`src/rtl/ppo_defs.vh`:
```
// Purpose: Shared constants for the port pin override logic.
// Assumes: One port of eight pins behind an APB slave with 32-bit data.
// Notes:   Register offsets are byte addresses of aligned words.
`ifndef PPO_DEFS_VH
`define PPO_DEFS_VH

`define PPO_PINS            8
`define PPO_ADDR_W          12
`define PPO_DATA_W          32

`define PPO_OFF_PIN_INPUT   12'h000
`define PPO_OFF_DIRECTION   12'h004
`define PPO_OFF_LATCH       12'h008
`define PPO_OFF_PROC_CTRL   12'h00C
`define PPO_OFF_PIN_STATUS  12'h010
`define PPO_OFF_OVR_STATUS  12'h014

`define PPO_DIR_RST         8'h00
`define PPO_LATCH_RST       8'h00
`define PPO_PIN_RST         8'h00
`define PPO_CTRL_RST        1'b0
`define PPO_BYTE_ZERO       8'h00
`define PPO_WORD_ZERO       32'h00000000
`define PPO_PAD24           24'h000000
`define PPO_PAD31           31'h00000000

`define PPO_CTRL_PUOFF_BIT  0
`define PPO_ST_OE_LSB       0
`define PPO_ST_PU_LSB       8
`define PPO_ST_IE_LSB       16
`define PPO_ST_DRV_LSB      24

`endif

```
`src/rtl/ppo_pin_mux.v`:
```
// Purpose: Merges register pin settings with per-pin peripheral overrides.
// Assumes: All inputs come from logic on the same clock as the registers.
// Notes:   Purely combinational; the caller registers every result.
`timescale 1ns/1ps
`default_nettype none
`include "ppo_defs.vh"

module ppo_pin_mux (
    input  wire [`PPO_PINS-1:0] dir_bits,
    input  wire [`PPO_PINS-1:0] latch_bits,
    input  wire                 global_pullup_off,
    input  wire                 sleep_req,
    input  wire [`PPO_PINS-1:0] ext_int_enable,
    input  wire [`PPO_PINS-1:0] pullup_override_enable,
    input  wire [`PPO_PINS-1:0] pullup_override_value,
    input  wire [`PPO_PINS-1:0] direction_override_enable,
    input  wire [`PPO_PINS-1:0] direction_override_value,
    input  wire [`PPO_PINS-1:0] drive_value_override_enable,
    input  wire [`PPO_PINS-1:0] drive_value_override_value,
    input  wire [`PPO_PINS-1:0] input_gate_override_enable,
    input  wire [`PPO_PINS-1:0] input_gate_override_value,
    output wire [`PPO_PINS-1:0] oe_nxt,
    output wire [`PPO_PINS-1:0] drive_nxt,
    output wire [`PPO_PINS-1:0] pullup_nxt,
    output wire [`PPO_PINS-1:0] input_en_nxt
);

    wire [`PPO_PINS-1:0] reg_pullup;
    wire [`PPO_PINS-1:0] sleep_clamp;

    // Pull-up from registers only for an input with its latch set.
    assign reg_pullup   = ~dir_bits & latch_bits & {`PPO_PINS{~global_pullup_off}};
    assign pullup_nxt   = (pullup_override_enable & pullup_override_value) |
                          (~pullup_override_enable & reg_pullup);

    assign oe_nxt       = (direction_override_enable & direction_override_value) |
                          (~direction_override_enable & dir_bits);

    assign drive_nxt    = (drive_value_override_enable & drive_value_override_value) |
                          (~drive_value_override_enable & latch_bits);

    // Sleep clamps every pin except those serving an enabled external interrupt.
    assign sleep_clamp  = {`PPO_PINS{sleep_req}} & ~ext_int_enable;
    assign input_en_nxt = (input_gate_override_enable & input_gate_override_value) |
                          (~input_gate_override_enable & ~sleep_clamp);

endmodule

`default_nettype wire

```
`src/rtl/ppo_port.v`:
```
// Purpose: One eight-pin port with APB registers and peripheral override merge.
// Assumes: Overrides, sleep and interrupt enables come from logic on pclk.
// Notes:   Pin outputs are registered, so overrides reach the pad one cycle later, a latch toggle two cycles later.
//
// Contract
// - Sleep request clamps each pin's digital input to ground.
// - Pins with enabled external interrupt escape the sleep clamp.
// - Clamp release gives an edge that sets a disabled interrupt's flag.
// - Pull-ups stay off while reset is active.
// - Pull-up follows override, else on only for input, latch one, no global off.
// - Active pull-up override value alone decides the pull-up.
// - Driver enable follows direction override, else the direction bit.
// - Active direction override value alone decides the driver.
// - Driven level comes from drive override or else the output latch.
// - Active drive override ignores the output latch.
// - Latch-toggle override inverts the pin's output latch.
// - Input enable follows gate override, else the sleep state.
// - Active gate override value alone decides the input enable.
// - Alternate input taps the gated pad before the synchronizer.
// - Analog tap connects straight to the pad without gating.
// - Strobes shared per port, clock, sleep, pull-up off shared; overrides per pin.
// - Direction one is output; latch sets level or pull-up.
// - Writing one to the input register toggles the latch.
// - Pin passes a clock-high latch then a rising-edge register.
// - Global pull-up off disables every pull-up not under an active pull-up override.
`timescale 1ns/1ps
`default_nettype none
`include "ppo_defs.vh"

module ppo_port (
    input  wire                   pclk,
    input  wire                   presetn,
    input  wire                   clk_en,
    input  wire                   psel,
    input  wire                   penable,
    input  wire                   pwrite,
    input  wire [`PPO_ADDR_W-1:0] paddr,
    input  wire [`PPO_DATA_W-1:0] pwdata,
    output reg  [`PPO_DATA_W-1:0] prdata,
    output reg                    pready,
    output reg                    pslverr,
    input  wire                   sleep_req,
    input  wire [`PPO_PINS-1:0]   ext_int_enable,
    input  wire [`PPO_PINS-1:0]   pullup_override_enable,
    input  wire [`PPO_PINS-1:0]   pullup_override_value,
    input  wire [`PPO_PINS-1:0]   direction_override_enable,
    input  wire [`PPO_PINS-1:0]   direction_override_value,
    input  wire [`PPO_PINS-1:0]   drive_value_override_enable,
    input  wire [`PPO_PINS-1:0]   drive_value_override_value,
    input  wire [`PPO_PINS-1:0]   latch_toggle_override,
    input  wire [`PPO_PINS-1:0]   input_gate_override_enable,
    input  wire [`PPO_PINS-1:0]   input_gate_override_value,
    input  wire [`PPO_PINS-1:0]   pad_in,
    output reg  [`PPO_PINS-1:0]   pad_out,
    output reg  [`PPO_PINS-1:0]   pad_oe,
    output reg  [`PPO_PINS-1:0]   pad_pullup_en,
    output reg  [`PPO_PINS-1:0]   input_enable,
    output wire [`PPO_PINS-1:0]   alt_func_input_tap,
    output wire [`PPO_PINS-1:0]   analog_pad_tap
);

    function addr_hit;
        input [`PPO_ADDR_W-1:0] addr;
        input [`PPO_ADDR_W-1:0] offset;
        begin
            addr_hit = (addr == offset);
        end
    endfunction

    function [`PPO_DATA_W-1:0] byte_word;
        input [`PPO_PINS-1:0] value;
        begin
            byte_word = {`PPO_PAD24, value};
        end
    endfunction

    reg  [`PPO_PINS-1:0]   pin_direction_bit_r;
    reg  [`PPO_PINS-1:0]   pin_direction_bit_nxt;
    reg  [`PPO_PINS-1:0]   pin_output_latch_r;
    reg  [`PPO_PINS-1:0]   pin_output_latch_nxt;
    reg                    global_pullup_off_r;
    reg                    global_pullup_off_nxt;
    reg  [`PPO_PINS-1:0]   pin_sampled_input_r;
    reg  [`PPO_PINS-1:0]   sync_latch_r;
    reg  [`PPO_PINS-1:0]   toggle_mask;
    reg  [`PPO_DATA_W-1:0] rdata_nxt;
    reg                    rerr_nxt;

    wire [`PPO_PINS-1:0]   oe_nxt;
    wire [`PPO_PINS-1:0]   drive_nxt;
    wire [`PPO_PINS-1:0]   pullup_nxt;
    wire [`PPO_PINS-1:0]   input_en_nxt;
    wire [`PPO_PINS-1:0]   schmitt_out;
    wire [`PPO_PINS-1:0]   any_override;
    wire                   access_phase;
    wire                   commit;
    wire                   wr_commit;
    wire                   hit_pin;
    wire                   hit_dir;
    wire                   hit_latch;
    wire                   hit_ctrl;
    wire                   hit_pstat;
    wire                   hit_ostat;
    wire                   hit_any;

    // Address decode is common to all pins of the port.
    assign hit_pin      = addr_hit(paddr, `PPO_OFF_PIN_INPUT);
    assign hit_dir      = addr_hit(paddr, `PPO_OFF_DIRECTION);
    assign hit_latch    = addr_hit(paddr, `PPO_OFF_LATCH);
    assign hit_ctrl     = addr_hit(paddr, `PPO_OFF_PROC_CTRL);
    assign hit_pstat    = addr_hit(paddr, `PPO_OFF_PIN_STATUS);
    assign hit_ostat    = addr_hit(paddr, `PPO_OFF_OVR_STATUS);
    assign hit_any      = hit_pin | hit_dir | hit_latch | hit_ctrl | hit_pstat | hit_ostat;

    // The access phase waits one cycle, then completes when pready is high.
    assign access_phase = psel & penable;
    assign commit       = access_phase & pready;
    assign wr_commit    = commit & pwrite & hit_any;

    // Schmitt input is grounded whenever the digital input is disabled.
    assign schmitt_out        = pad_in & input_enable;
    assign alt_func_input_tap = schmitt_out;
    assign analog_pad_tap     = pad_in;

    assign any_override = pullup_override_enable | direction_override_enable |
                          drive_value_override_enable | input_gate_override_enable |
                          latch_toggle_override;

    ppo_pin_mux u_pin_mux (
        .dir_bits                    (pin_direction_bit_r),
        .latch_bits                  (pin_output_latch_r),
        .global_pullup_off           (global_pullup_off_r),
        .sleep_req                   (sleep_req),
        .ext_int_enable              (ext_int_enable),
        .pullup_override_enable      (pullup_override_enable),
        .pullup_override_value       (pullup_override_value),
        .direction_override_enable   (direction_override_enable),
        .direction_override_value    (direction_override_value),
        .drive_value_override_enable (drive_value_override_enable),
        .drive_value_override_value  (drive_value_override_value),
        .input_gate_override_enable  (input_gate_override_enable),
        .input_gate_override_value   (input_gate_override_value),
        .oe_nxt                      (oe_nxt),
        .drive_nxt                   (drive_nxt),
        .pullup_nxt                  (pullup_nxt),
        .input_en_nxt                (input_en_nxt)
    );

    // Write-one bits of the input register and peripheral toggles invert the latch.
    always @* begin
        toggle_mask = latch_toggle_override;
        if (wr_commit && hit_pin) begin
            toggle_mask = toggle_mask | pwdata[`PPO_PINS-1:0];
        end
    end

    always @* begin
        pin_direction_bit_nxt = pin_direction_bit_r;
        if (wr_commit && hit_dir) begin
            pin_direction_bit_nxt = pwdata[`PPO_PINS-1:0];
        end
    end

    always @* begin
        pin_output_latch_nxt = pin_output_latch_r;
        if (wr_commit && hit_latch) begin
            pin_output_latch_nxt = pwdata[`PPO_PINS-1:0];
        end
        pin_output_latch_nxt = pin_output_latch_nxt ^ toggle_mask;
    end

    always @* begin
        global_pullup_off_nxt = global_pullup_off_r;
        if (wr_commit && hit_ctrl) begin
            global_pullup_off_nxt = pwdata[`PPO_CTRL_PUOFF_BIT];
        end
    end

    // Read data is captured in the cycle that raises pready.
    always @* begin
        rdata_nxt = `PPO_WORD_ZERO;
        rerr_nxt  = 1'b0;
        if (!hit_any) begin
            rerr_nxt = 1'b1;
        end else if (pwrite) begin
            rdata_nxt = `PPO_WORD_ZERO;
        end else if (hit_pin) begin
            rdata_nxt = byte_word(pin_sampled_input_r);
        end else if (hit_dir) begin
            rdata_nxt = byte_word(pin_direction_bit_r);
        end else if (hit_latch) begin
            rdata_nxt = byte_word(pin_output_latch_r);
        end else if (hit_ctrl) begin
            rdata_nxt = {`PPO_PAD31, global_pullup_off_r};
        end else if (hit_pstat) begin
            rdata_nxt = {pad_out, input_enable, pad_pullup_en, pad_oe};
        end else begin
            rdata_nxt = byte_word(any_override);
        end
    end

    always @(posedge pclk or negedge presetn) begin
        if (!presetn) begin
            pready  <= 1'b0;
            pslverr <= 1'b0;
            prdata  <= `PPO_WORD_ZERO;
        end else if (clk_en) begin
            if (commit) begin
                pready  <= 1'b0;
                pslverr <= 1'b0;
            end else if (access_phase) begin
                pready  <= 1'b1;
                pslverr <= rerr_nxt;
                prdata  <= rdata_nxt;
            end
        end
    end

    // Port registers come up as tri-stated inputs with no pull-up.
    always @(posedge pclk or negedge presetn) begin
        if (!presetn) begin
            pin_direction_bit_r <= `PPO_DIR_RST;
            pin_output_latch_r  <= `PPO_LATCH_RST;
            global_pullup_off_r <= `PPO_CTRL_RST;
        end else if (clk_en) begin
            pin_direction_bit_r <= pin_direction_bit_nxt;
            pin_output_latch_r  <= pin_output_latch_nxt;
            global_pullup_off_r <= global_pullup_off_nxt;
        end
    end

    // Pad controls are registered; reset forces driver and pull-up off at once.
    always @(posedge pclk or negedge presetn) begin
        if (!presetn) begin
            pad_oe        <= `PPO_BYTE_ZERO;
            pad_out       <= `PPO_BYTE_ZERO;
            pad_pullup_en <= `PPO_BYTE_ZERO;
            input_enable  <= `PPO_BYTE_ZERO;
        end else if (clk_en) begin
            pad_oe        <= oe_nxt;
            pad_out       <= drive_nxt;
            pad_pullup_en <= pullup_nxt;
            input_enable  <= input_en_nxt;
        end
    end

    // Synchronizer front holds what a clock-high latch holds, captured as the clock falls.
    always @(negedge pclk or negedge presetn) begin
        if (!presetn) begin
            sync_latch_r <= `PPO_PIN_RST;
        end else if (clk_en) begin
            sync_latch_r <= schmitt_out;
        end
    end

    // Synchronizer back: rising-edge register read by the input register.
    always @(posedge pclk or negedge presetn) begin
        if (!presetn) begin
            pin_sampled_input_r <= `PPO_PIN_RST;
        end else if (clk_en) begin
            pin_sampled_input_r <= sync_latch_r;
        end
    end

endmodule

`default_nettype wire

```
`config.mk`:
```
export PLATFORM = sky130hd
export DESIGN_NAME = ppo_port
export DESIGN_NICKNAME = d
export VERILOG_FILES = /design/src/rtl/ppo_pin_mux.v /design/src/rtl/ppo_port.v
export VERILOG_INCLUDE_DIRS = /design/src /design/src/rtl
export SDC_FILE = /design/constraint.sdc
export NUM_CORES = 1
export LEC_CHECK = 0
export BUFFER_PORTS_ARGS = -buffer_cell sky130_fd_sc_hd__clkbuf_2
export CORE_MARGIN = 3
export CORE_UTILIZATION = 49
export DETAILED_ROUTE_END_ITERATION = 10
export GPL_TIMING_DRIVEN = 0
export PLACE_DENSITY_LB_ADDON = 0.1
export SLEW_MARGIN = 10
export SYNTH_ARGS = -nofsm -noshare
export SYNTH_HDL_FRONTEND = slang
export SYNTH_HIERARCHICAL = 1
export SYNTH_SLANG_ARGS = --single-unit
export TNS_END_PERCENT = 50
```
`constraint.sdc`:
```
create_clock -name pclk -period 2.2 [get_ports pclk]
set_clock_uncertainty 0.2 [all_clocks]
set_input_delay 0.11 -clock pclk [delete_from_list [all_inputs] [get_ports pclk]]
set_output_delay 0.11 -clock pclk [all_outputs]
set_load 0.1 [all_outputs]
```
# Word level (Yosys, flattened, before mapping)
# Cells that the tools add are included.
word_totals:
  input_bits: 139
  wordCells: 81
  reg_bits: 99
  out_inout_bits: 82
classes:
  bitwise_logic: 40
  n_mux: 14
  reduce_logical: 10
  n_eq_ne: 5
op_table:
  columns: ["operator", "n"]
  rows:
  - ["2-to-1 mux 32 bit", 7]
  - ["bitwise AND 8 bit", 12]
  - ["bitwise OR 8 bit", 9]
  - ["inverter 8 bit", 7]
  - ["== test 12 x 4 -> 1 bit (second input constant)", 2]
  - ["== test 12 x 5 -> 1 bit (second input constant)", 2]
  - ["2-to-1 mux 8 bit", 2]
  - ["== test 12 x 3 -> 1 bit (second input constant)", 1]
  - ["zero test 12 bit", 1]
  - ["bitwise XOR 8 bit", 1]
  - ["AND reduction 2 bit", 3]
  - ["2-to-1 mux 1 bit", 5]
  - ["bitwise OR 1 bit", 5]
  - ["bitwise AND 1 bit", 4]
  - ["logical AND 1 bit", 4]
  - ["AND reduction 3 bit", 1]
  - ["inverter 1 bit", 2]
  - ["nonzero test 2 bit", 1]

# Depth between registers and ports, before layout
# Gate-level depths: netlist of the first run.
logic_depth:
  depth_word: 11
  ltp_mapped: 7
  depth_no_buf: 5

# Cells and area by module
# The synthesis of the first run kept the hierarchy.
by_module_without_submodules:
  columns: ["mod", "area_per_inst_um2", "cells_each", "instances", "seq_area_each_um2"]
  rows:
  - ["ppo_port", 4792.1, 419, 1, 2477.4]
  - ["ppo_pin_mux", 514.2, 73, 1, 0.0]

==> results.md, run 1 <==
- Status: complete, but fails checks
- Logic pwr share: roughly two fifths
- Root Buffer: clkbuf_8
- Worst slew margin: between 30% and 40%
- CTS tree: yes
- Initial antenna violation count: 0
- Post-synth top area cell: dfrtp_1
- Clock Latency Late Sink: 380 ps
- Grt ovf: 0
- Via Count: 5536
- HPWL after DPL: 13210 um
- Core Box Area: between 10000 and 15000 sq um
- RSZ-0062 raised after global routing: yes
- Leakage power total: 3.750 nW
- Hold WC Path Type: in -> reg
- Mapped Cells: 492
- Antenna fix cells: 0
- Failing checks: negative hold slack, negative setup slack
- Clock Path Buffers: 2
- Clk pin slew, worst setup/hold paths: 110 ps
- Cell area power density: 762.5 nW/um^2
- TritonCTS buffer count: 9
- Crit path launch type: flip-flop
- Crit path max-delay family: flip-flops
- Clk pwr share: 23.2%
- # setup viols final: 9
- Cell Int Power: 3.408 mW
- Synth top area share: 42.91%
- Fin util: 74.83%
- Async set-reset flop share out of synthesis: 100.0%
- Seq/Total Area, Yosys: a little under half
- Vias in the first global route: 5569
- Hold slack final: -21.51 ps
- Setup Crit Path Kind: reg -> reg
- Ys Warns: 6
- Port Buffers: 194
- Hold Path Depth: 3
- Ys flop type: dfrtp_1
- Die area: 12110 sq um
- Peak VDD IR: 0.5846 mV
- Area Growth Syn to Fin: 46.90%
- Worst-Margin Slew: just over 900 ps
- R2r endpoint: sync_latch_r[6]
- RD Place Congestion: 0.9042
- Wire length of the first global-routing pass: 28840 um
- Average wire per standard cell: 20.91 um
- Buf+Inv Stages, Crit Path: 0
- Slowest CP cell: dfrtp_4
- Reg power frac: 38.8%
- H-Tree Level Count: 3
- Top post-synthesis cells by area: dfrtp_1 43%, mux2_2 14%, a22o_1 4.0%, dfrtn_1 3.8%, nand3_1 2.7%
- Routed WL: 19570 um
- Vias per inst: between 5 and 6
- Setup crit end kind: flip-flop
- Worst r2r src: input_enable[6]
- Number of synthesized flops with an enable pin: 0
- Final Non-Filler Cells: 936
- Max Cap Viol: 0
- PnR worst setup slack: -174.2 ps
- Die Y: roughly 110 um
- Hold Path Origin: drive_value_override_enable[0]
- Cell area after synthesis: 5306 sq um
- Largest net degree at the start of global routing: 100
- Switch Pwr: 2.536 mW
- R2r setup slk: -170 ps
- Crit path cell chain: and2_4 > mux2_4
- #FFs+latches synth: 99
- Placed cell count: 822
- Critical Path RT: between 1000 and 1500 ps
- Setup total negative slack: -1279 ps
- Net count, final: 934
- Initial Util: about half
- Register-to-Register Path Depth: 2
- ANT nets after route: 0
- Final Slew Violations: 0
- WHS Endpoint: pad_out[0]
- Final Hold Vio Count: 1
- Share of layout cells above drive strength 1: 42.63%
- Crit path max fanout: 2
- First-pass detailed-route iteration total: 5
- Worst path arrival time: 1270 ps
- Switching Share: 42.67%
- Avg Inst Size Synth: 10.79 sq um
- Gr usage total: 31.70%
- Starting DRT DRC Count: 442
- Mapped Nets: 631
- Die width: 110.1 um
- Fillcell total: 742
- # clock sinks: 99
- I/O Pins: 221
- DRC: 0
- Synth unique cells: 43
- Crit path largest cell delay: roughly 490 ps
- Row count: 37
==> routing by layer <==
| metal | wire length (um) | vias up | GRT usage (%) |
|---|---|---|---|
| met4 | 634 | 0 | 13.80 |
| met3 | 1412 | 60 | 5.766 |
| li1 | - | 2458 | - |
| met2 | 9587 | 304 | 53.25 |
| met5 | 0 | - | 0 |
| met1 | 7940 | 2714 | 39.98 |
==> cells by family after synthesis <==
family | count (synthesis) | share of synthesized area, %
AND/OR/NAND/NOR | 131 | 13.84
AO/OA/AOI/OAI | 130 | 18.49
flip-flops | 99 | 46.69
multiplexers | 73 | 15.30
buffers and inverters | 51 | 4.362
XOR/XNOR | 8 | 1.320
==> stage by stage <==
stage                     power [mW]  cell area [sq um]  setup slack (ps)
final                          5.944               7795            -174.2
after global routing           6.169               7795            -196.5
after CTS                      5.879               7691            -176.5
after detailed placement       4.340               6513            -807.8
after global placement         4.293               6504             -1496
after floorplan                3.806               5363            -448.4
==> cell usage after synthesis, drive strengths merged (7+ instances only) <==
| cell type | count |
|---|---|
| a21oi | 26 |
| a222oi | 7 |
| a22o | 24 |
| a22oi | 8 |
| and2 | 8 |
| buf | 18 |
| clkbuf | 13 |
| dfrtn | 8 |
| dfrtp | 91 |
| inv | 20 |
| mux2 | 65 |
| mux2i | 8 |
| nand2 | 27 |
| nand3 | 29 |
| nor2 | 20 |
| nor3 | 13 |
| nor3b | 8 |
| o2111ai | 9 |
| o21ai | 31 |
| o22ai | 8 |
| o31ai | 8 |
| o41ai | 8 |
| or4 | 9 |
| xnor2 | 8 |
==> worst max path at each step <==
stage | startpoint | to | slack, ps | cells after the start
6_report | input_enable[6] | sync_latch_r[6] | -170 | 2
5_1_grt | input_enable[6] | sync_latch_r[6] | -200 | 2
4_1_cts | input_enable[6] | sync_latch_r[6] | -180 | 2
3_5_place_dp | paddr[4] | prdata[5] | -810 | 7
3_3_place_gp | presetn | sync_latch_r[7] | -1500 | 1
2_1_floorplan | input_enable[0] | sync_latch_r[0] | -450 | 2
==> worst min-delay path, stage by stage <==
cell      delay (ps)
clkbuf_2         100
o21ai_0          160
mux2_2           150
==> cell type report <==
cell class	instances	area, sq um	area share, %
timing repair buffer	292	1954	25.07
sequential	99	2509	32.18
tap	136	170.2	2.183
clock buffer	10	137.6	1.766
multi-input combinational	342	2690	34.51
clock inverter	6	96.34	1.236
inverter	20	75.07	0.9631
buffer	31	162.7	2.087
==> placed cells by master, fill, tap and decap left out, types with 6 or more instances in the layout <==
master            n
clkbuf_2        195
dfrtp_1          82
dlygate4sd3_1    79
mux2_2           57
nand3_1          29
o21ai_0          29
nand2_1          27
a21oi_1          26
a22o_1           24
inv_1            20
buf_4            20
nor2_1           18
clkbuf_1         11
nor3_1           11
clkbuf_8         10
and2_4            8
o2111ai_1         8
xnor2_1           8
o22ai_1           8
mux2i_1           8
a22oi_1           8
o31ai_1           8
dfrtp_4           8
dfrtn_1           8
nor3b_1           8
mux2_4            7
or4_1             7
a222oi_1          7
dlymetal6s4s_1    7
buf_1             6
o41ai_2           6
==> registers in the layout, summed over array words and instances, names as in the netlist, 8 cells and up <==
register / count
input_enable: 8
pad_oe: 8
pad_out: 8
pad_pullup_en: 8
pin_direction_bit_r: 8
pin_output_latch_r: 8
pin_sampled_input_r: 8
prdata: 32
sync_latch_r: 8
==> power by group through the flow <==
| stage | clock network [mW] | registers [mW] | logic, mW |
|---|---|---|---|
| 2_1_floorplan | 0 | 3.11 | 0.698 |
| 3_3_place_gp | 0 | 2.31 | 1.98 |
| 3_5_place_dp | 0 | 2.33 | 2.01 |
| 4_1_cts | 1.39 | 2.29 | 2.20 |
| 5_1_grt | 1.47 | 2.33 | 2.36 |
| 6_report | 1.38 | 2.30 | 2.26 |
==> what timing repair did <==
| item | CTS | global route |
|---|---|---|
| cloned | 0 | 0 |
| pin swaps | 3 | 3 |
| gates resized for setup | 7 | 20 |
| setup buffers | 5 | 7 |
| setup endpoints to repair | 38 | 41 |
| endpoints found under the hold margin | 138 | 0 |
| hold buffers | 87 | 0 |
Note: power is estimated with default switching activity, not from simulation.
==> run 2, diff against run 1 <==
--- a/config.mk
+++ b/config.mk
@@ -11,7 +11,8 @@
 export CORE_UTILIZATION = 49
 export DETAILED_ROUTE_END_ITERATION = 10
 export GPL_TIMING_DRIVEN = 0
-export PLACE_DENSITY_LB_ADDON = 0.1
+export PLACE_DENSITY = 0.81
+export REMOVE_ABC_BUFFERS = 1
 export SLEW_MARGIN = 10
 export SYNTH_ARGS = -nofsm -noshare
 export SYNTH_HDL_FRONTEND = slang
==> results.md, run 2 (synthesis gave the netlist of run 1 again) <==
- Status: complete, but fails checks
- Failing checks: negative setup slack
- Vias per inst: 6.009 (+1.6%)
- Final Hold Vio Count: 0 (-1)
- RD Place Congestion: 0.8712 (-3.6%)
- HPWL after DPL: 11080 um (-16%)
- Crit path cell chain: and2_4 > mux2_4
- # setup viols final: 16 (+7)
- Wire length of the first global-routing pass: 28260 um (-2.0%)
- DRC: 0 (unchanged)
- Fillcell total: 689 (-7.1%)
- Worst slew margin: 43.23% (+3.6 points)
- Most common cell after layout, fill and taps aside: clkbuf_2
- Initial Util: 50.94% (unchanged)
- Peak VDD IR: 0.6072 mV (+3.9%)
- Die Y: 110.1 um (unchanged)
- Port Buffers: 196 (+1.0%)
- Placed cell count: 795 (-3.3%)
- Root Buffer: clkbuf_8
- Clock Latency Late Sink: 360 ps (-20 ps)
- Worst-Margin Slew: 851.5 ps (-53.68 ps)
- Cell area power density: 719.7 nW/um^2 (-5.6%)
- Setup Crit Path Kind: reg -> reg
- Most frequent cells in the layout: 194 x clkbuf_2, 91 x dfrtp_1, 91 x dlygate4sd3_1
- Crit path max-delay family: flip-flops
- Area Growth Syn to Fin: 46.40%
- Max Cap Viol: 0 (unchanged)
- Final Non-Filler Cells: 927 (-0.96%)
- Clk pin slew, worst setup/hold paths: 110 ps (about the same)
- Register with the most flip-flops: prdata
- Cell Int Power: 3.146 mW (-7.7%)
- Crit path launch type: flip-flop
- Share of layout cells above drive strength 1: 41.21% (-1.4 points)
- Hold WC Path Type: in -> reg
- Initial antenna violation count: 0 (unchanged)
- I/O Pins: 221 (unchanged)
- # clock sinks: 99 (unchanged)
- Fin util: 74.58% (-0.25 points)
- Final Slew Violations: 0 (unchanged)
- Crit path max fanout: 4 (+2)
- Vias in the first global route: 5532 (-0.66%)
- RSZ-0062 raised after global routing: yes
- Logic pwr share: 39.9% (+1.8 points)
- Buf+Inv Stages, Crit Path: 0 (unchanged)
- TritonCTS buffer count: 9 (unchanged)
- Reg power frac: 40.7% (+1.9 points)
- Clk pwr share: 19.4% (-3.8 points)
- Switching Share: 43.74% (+1.1 points)
- Slowest CP cell: dfrtp_1
- Critical Path RT: 1100 ps (about the same)
- Average wire per standard cell: 20.91 um (about the same)
- Starting DRT DRC Count: 617 (+40%)
- H-Tree Level Count: 3 (unchanged)
- Die area: 12110 sq um (unchanged)
- Largest net degree at the start of global routing: 100 (unchanged)
- Worst path arrival time: 1220 ps (-50 ps)
- Dpl ws: -1298 ps (-489.8 ps)
- Register-to-Register Path Depth: 2 (unchanged)
- Switch Pwr: 2.445 mW (-3.6%)
- Hold Path Depth: 3 (unchanged)
- Leakage power total: 3.755 nW (+0.14%)
- Row count: 37 (unchanged)
- First-pass detailed-route iteration total: 8 (+3)
- ANT nets after route: 0 (unchanged)
- Die width: 110.1 um (unchanged)
- Routed WL: 19390 um (-0.96%)
- Via Count: 5570 (+0.61%)
- Net count, final: 925 (-0.96%)
- Clock Path Buffers: 2 (unchanged)
- Grt ovf: 0 (unchanged)
- Crit path depth: 2 (unchanged)
- Setup crit end kind: flip-flop
- Antenna fix cells: 0 (unchanged)
- PnR worst setup slack: -125.5 ps (+48.73 ps)
- Core Box Area: 10420 sq um (unchanged)
- Gr usage total: 30.62% (-1.1 points)
- Crit path largest cell delay: 440 ps (-50 ps)
- Largest register FFs: 32 (unchanged)
- CTS tree: yes
-- run 2: cell count changes in the layout (fill, tap and decap cells not counted), sizes merged --
cell | before | now
buf | 30 | 20
bufinv | 2 | 0
clkbuf | 217 | 207
clkinv | 1 | 3
dlygate4sd3 | 79 | 91
inv | 22 | 20
or2 | 3 | 4
-- run 2: path summary, 6_finish.rpt --
path                                          to  slack (ps)                 startpoint
worst max-delay path             sync_latch_r[2]        -130            input_enable[2]
worst min-delay path            pad_pullup_en[5]           5  pullup_override_enable[5]
worst max register to register   sync_latch_r[2]        -130            input_enable[2]
worst min register to register   sync_latch_r[2]         260            sync_latch_r[2]
max in group asynchronous        sync_latch_r[6]         220                    presetn
min in group asynchronous             prdata[20]          70                    presetn
-- run 2: power groups by stage --
stage / Sequential (mW) / Combinational, mW / Clock (mW)
2_1_floorplan: 3.09 / 0.587 / 0
3_3_place_gp: 2.27 / 1.92 / 0
3_5_place_dp: 2.29 / 1.96 / 0
4_1_cts: 2.26 / 2.15 / 1.09
5_1_grt: 2.31 / 2.34 / 1.17
6_report: 2.27 / 2.23 / 1.08
-- run 2: area by class of cell --
cell class / instances / area, sq um / area share (%)
multi-input combinational: 343 / 2710 / 34.88
sequential: 99 / 2477 / 31.89
timing repair buffer: 313 / 2165 / 27.86
tap: 136 / 170.2 / 2.190
clock buffer: 12 / 145.1 / 1.868
inverter: 20 / 75.07 / 0.9663
clock inverter: 4 / 26.28 / 0.3382
-- run 2: per-layer routing --
metal | track usage [%] | vias up | share of wire, %
met5 | 0 | - | 0
met4 | 11.04 | 0 | 2.9
met3 | 6.348 | 61 | 9.7
met2 | 52.69 | 346 | 50
met1 | 37.99 | 2725 | 37
li1 | - | 2438 | -
-- run 2: metrics by stage --
step,area (sq um),hold slack (ps),setup TNS (ps),power (mW)
floorplan,5150,-385.6,-34430,3.678
global placement,6301,207.2,-166440,4.196
detailed placement,6344,53.84,-48200,4.256
CTS,7602,3.545,-776.4,5.497
global route,7769,9.487,-1143,5.814
finish,7769,4.580,-970.1,5.591
-- run 2: timing repair --
item	in CTS	in global routing
gates resized for setup	16	22
cloned	0	1
buffers inserted	5	12
pin swaps	4	5
hold endpoints to repair	141	0
endpoints found under the setup margin	57	39
hold buffers	98	0
-- run 2: worst min-delay path: stages --
cell	delay (ps)
clkbuf_2	110
o41ai_4	200
mux2_2	130
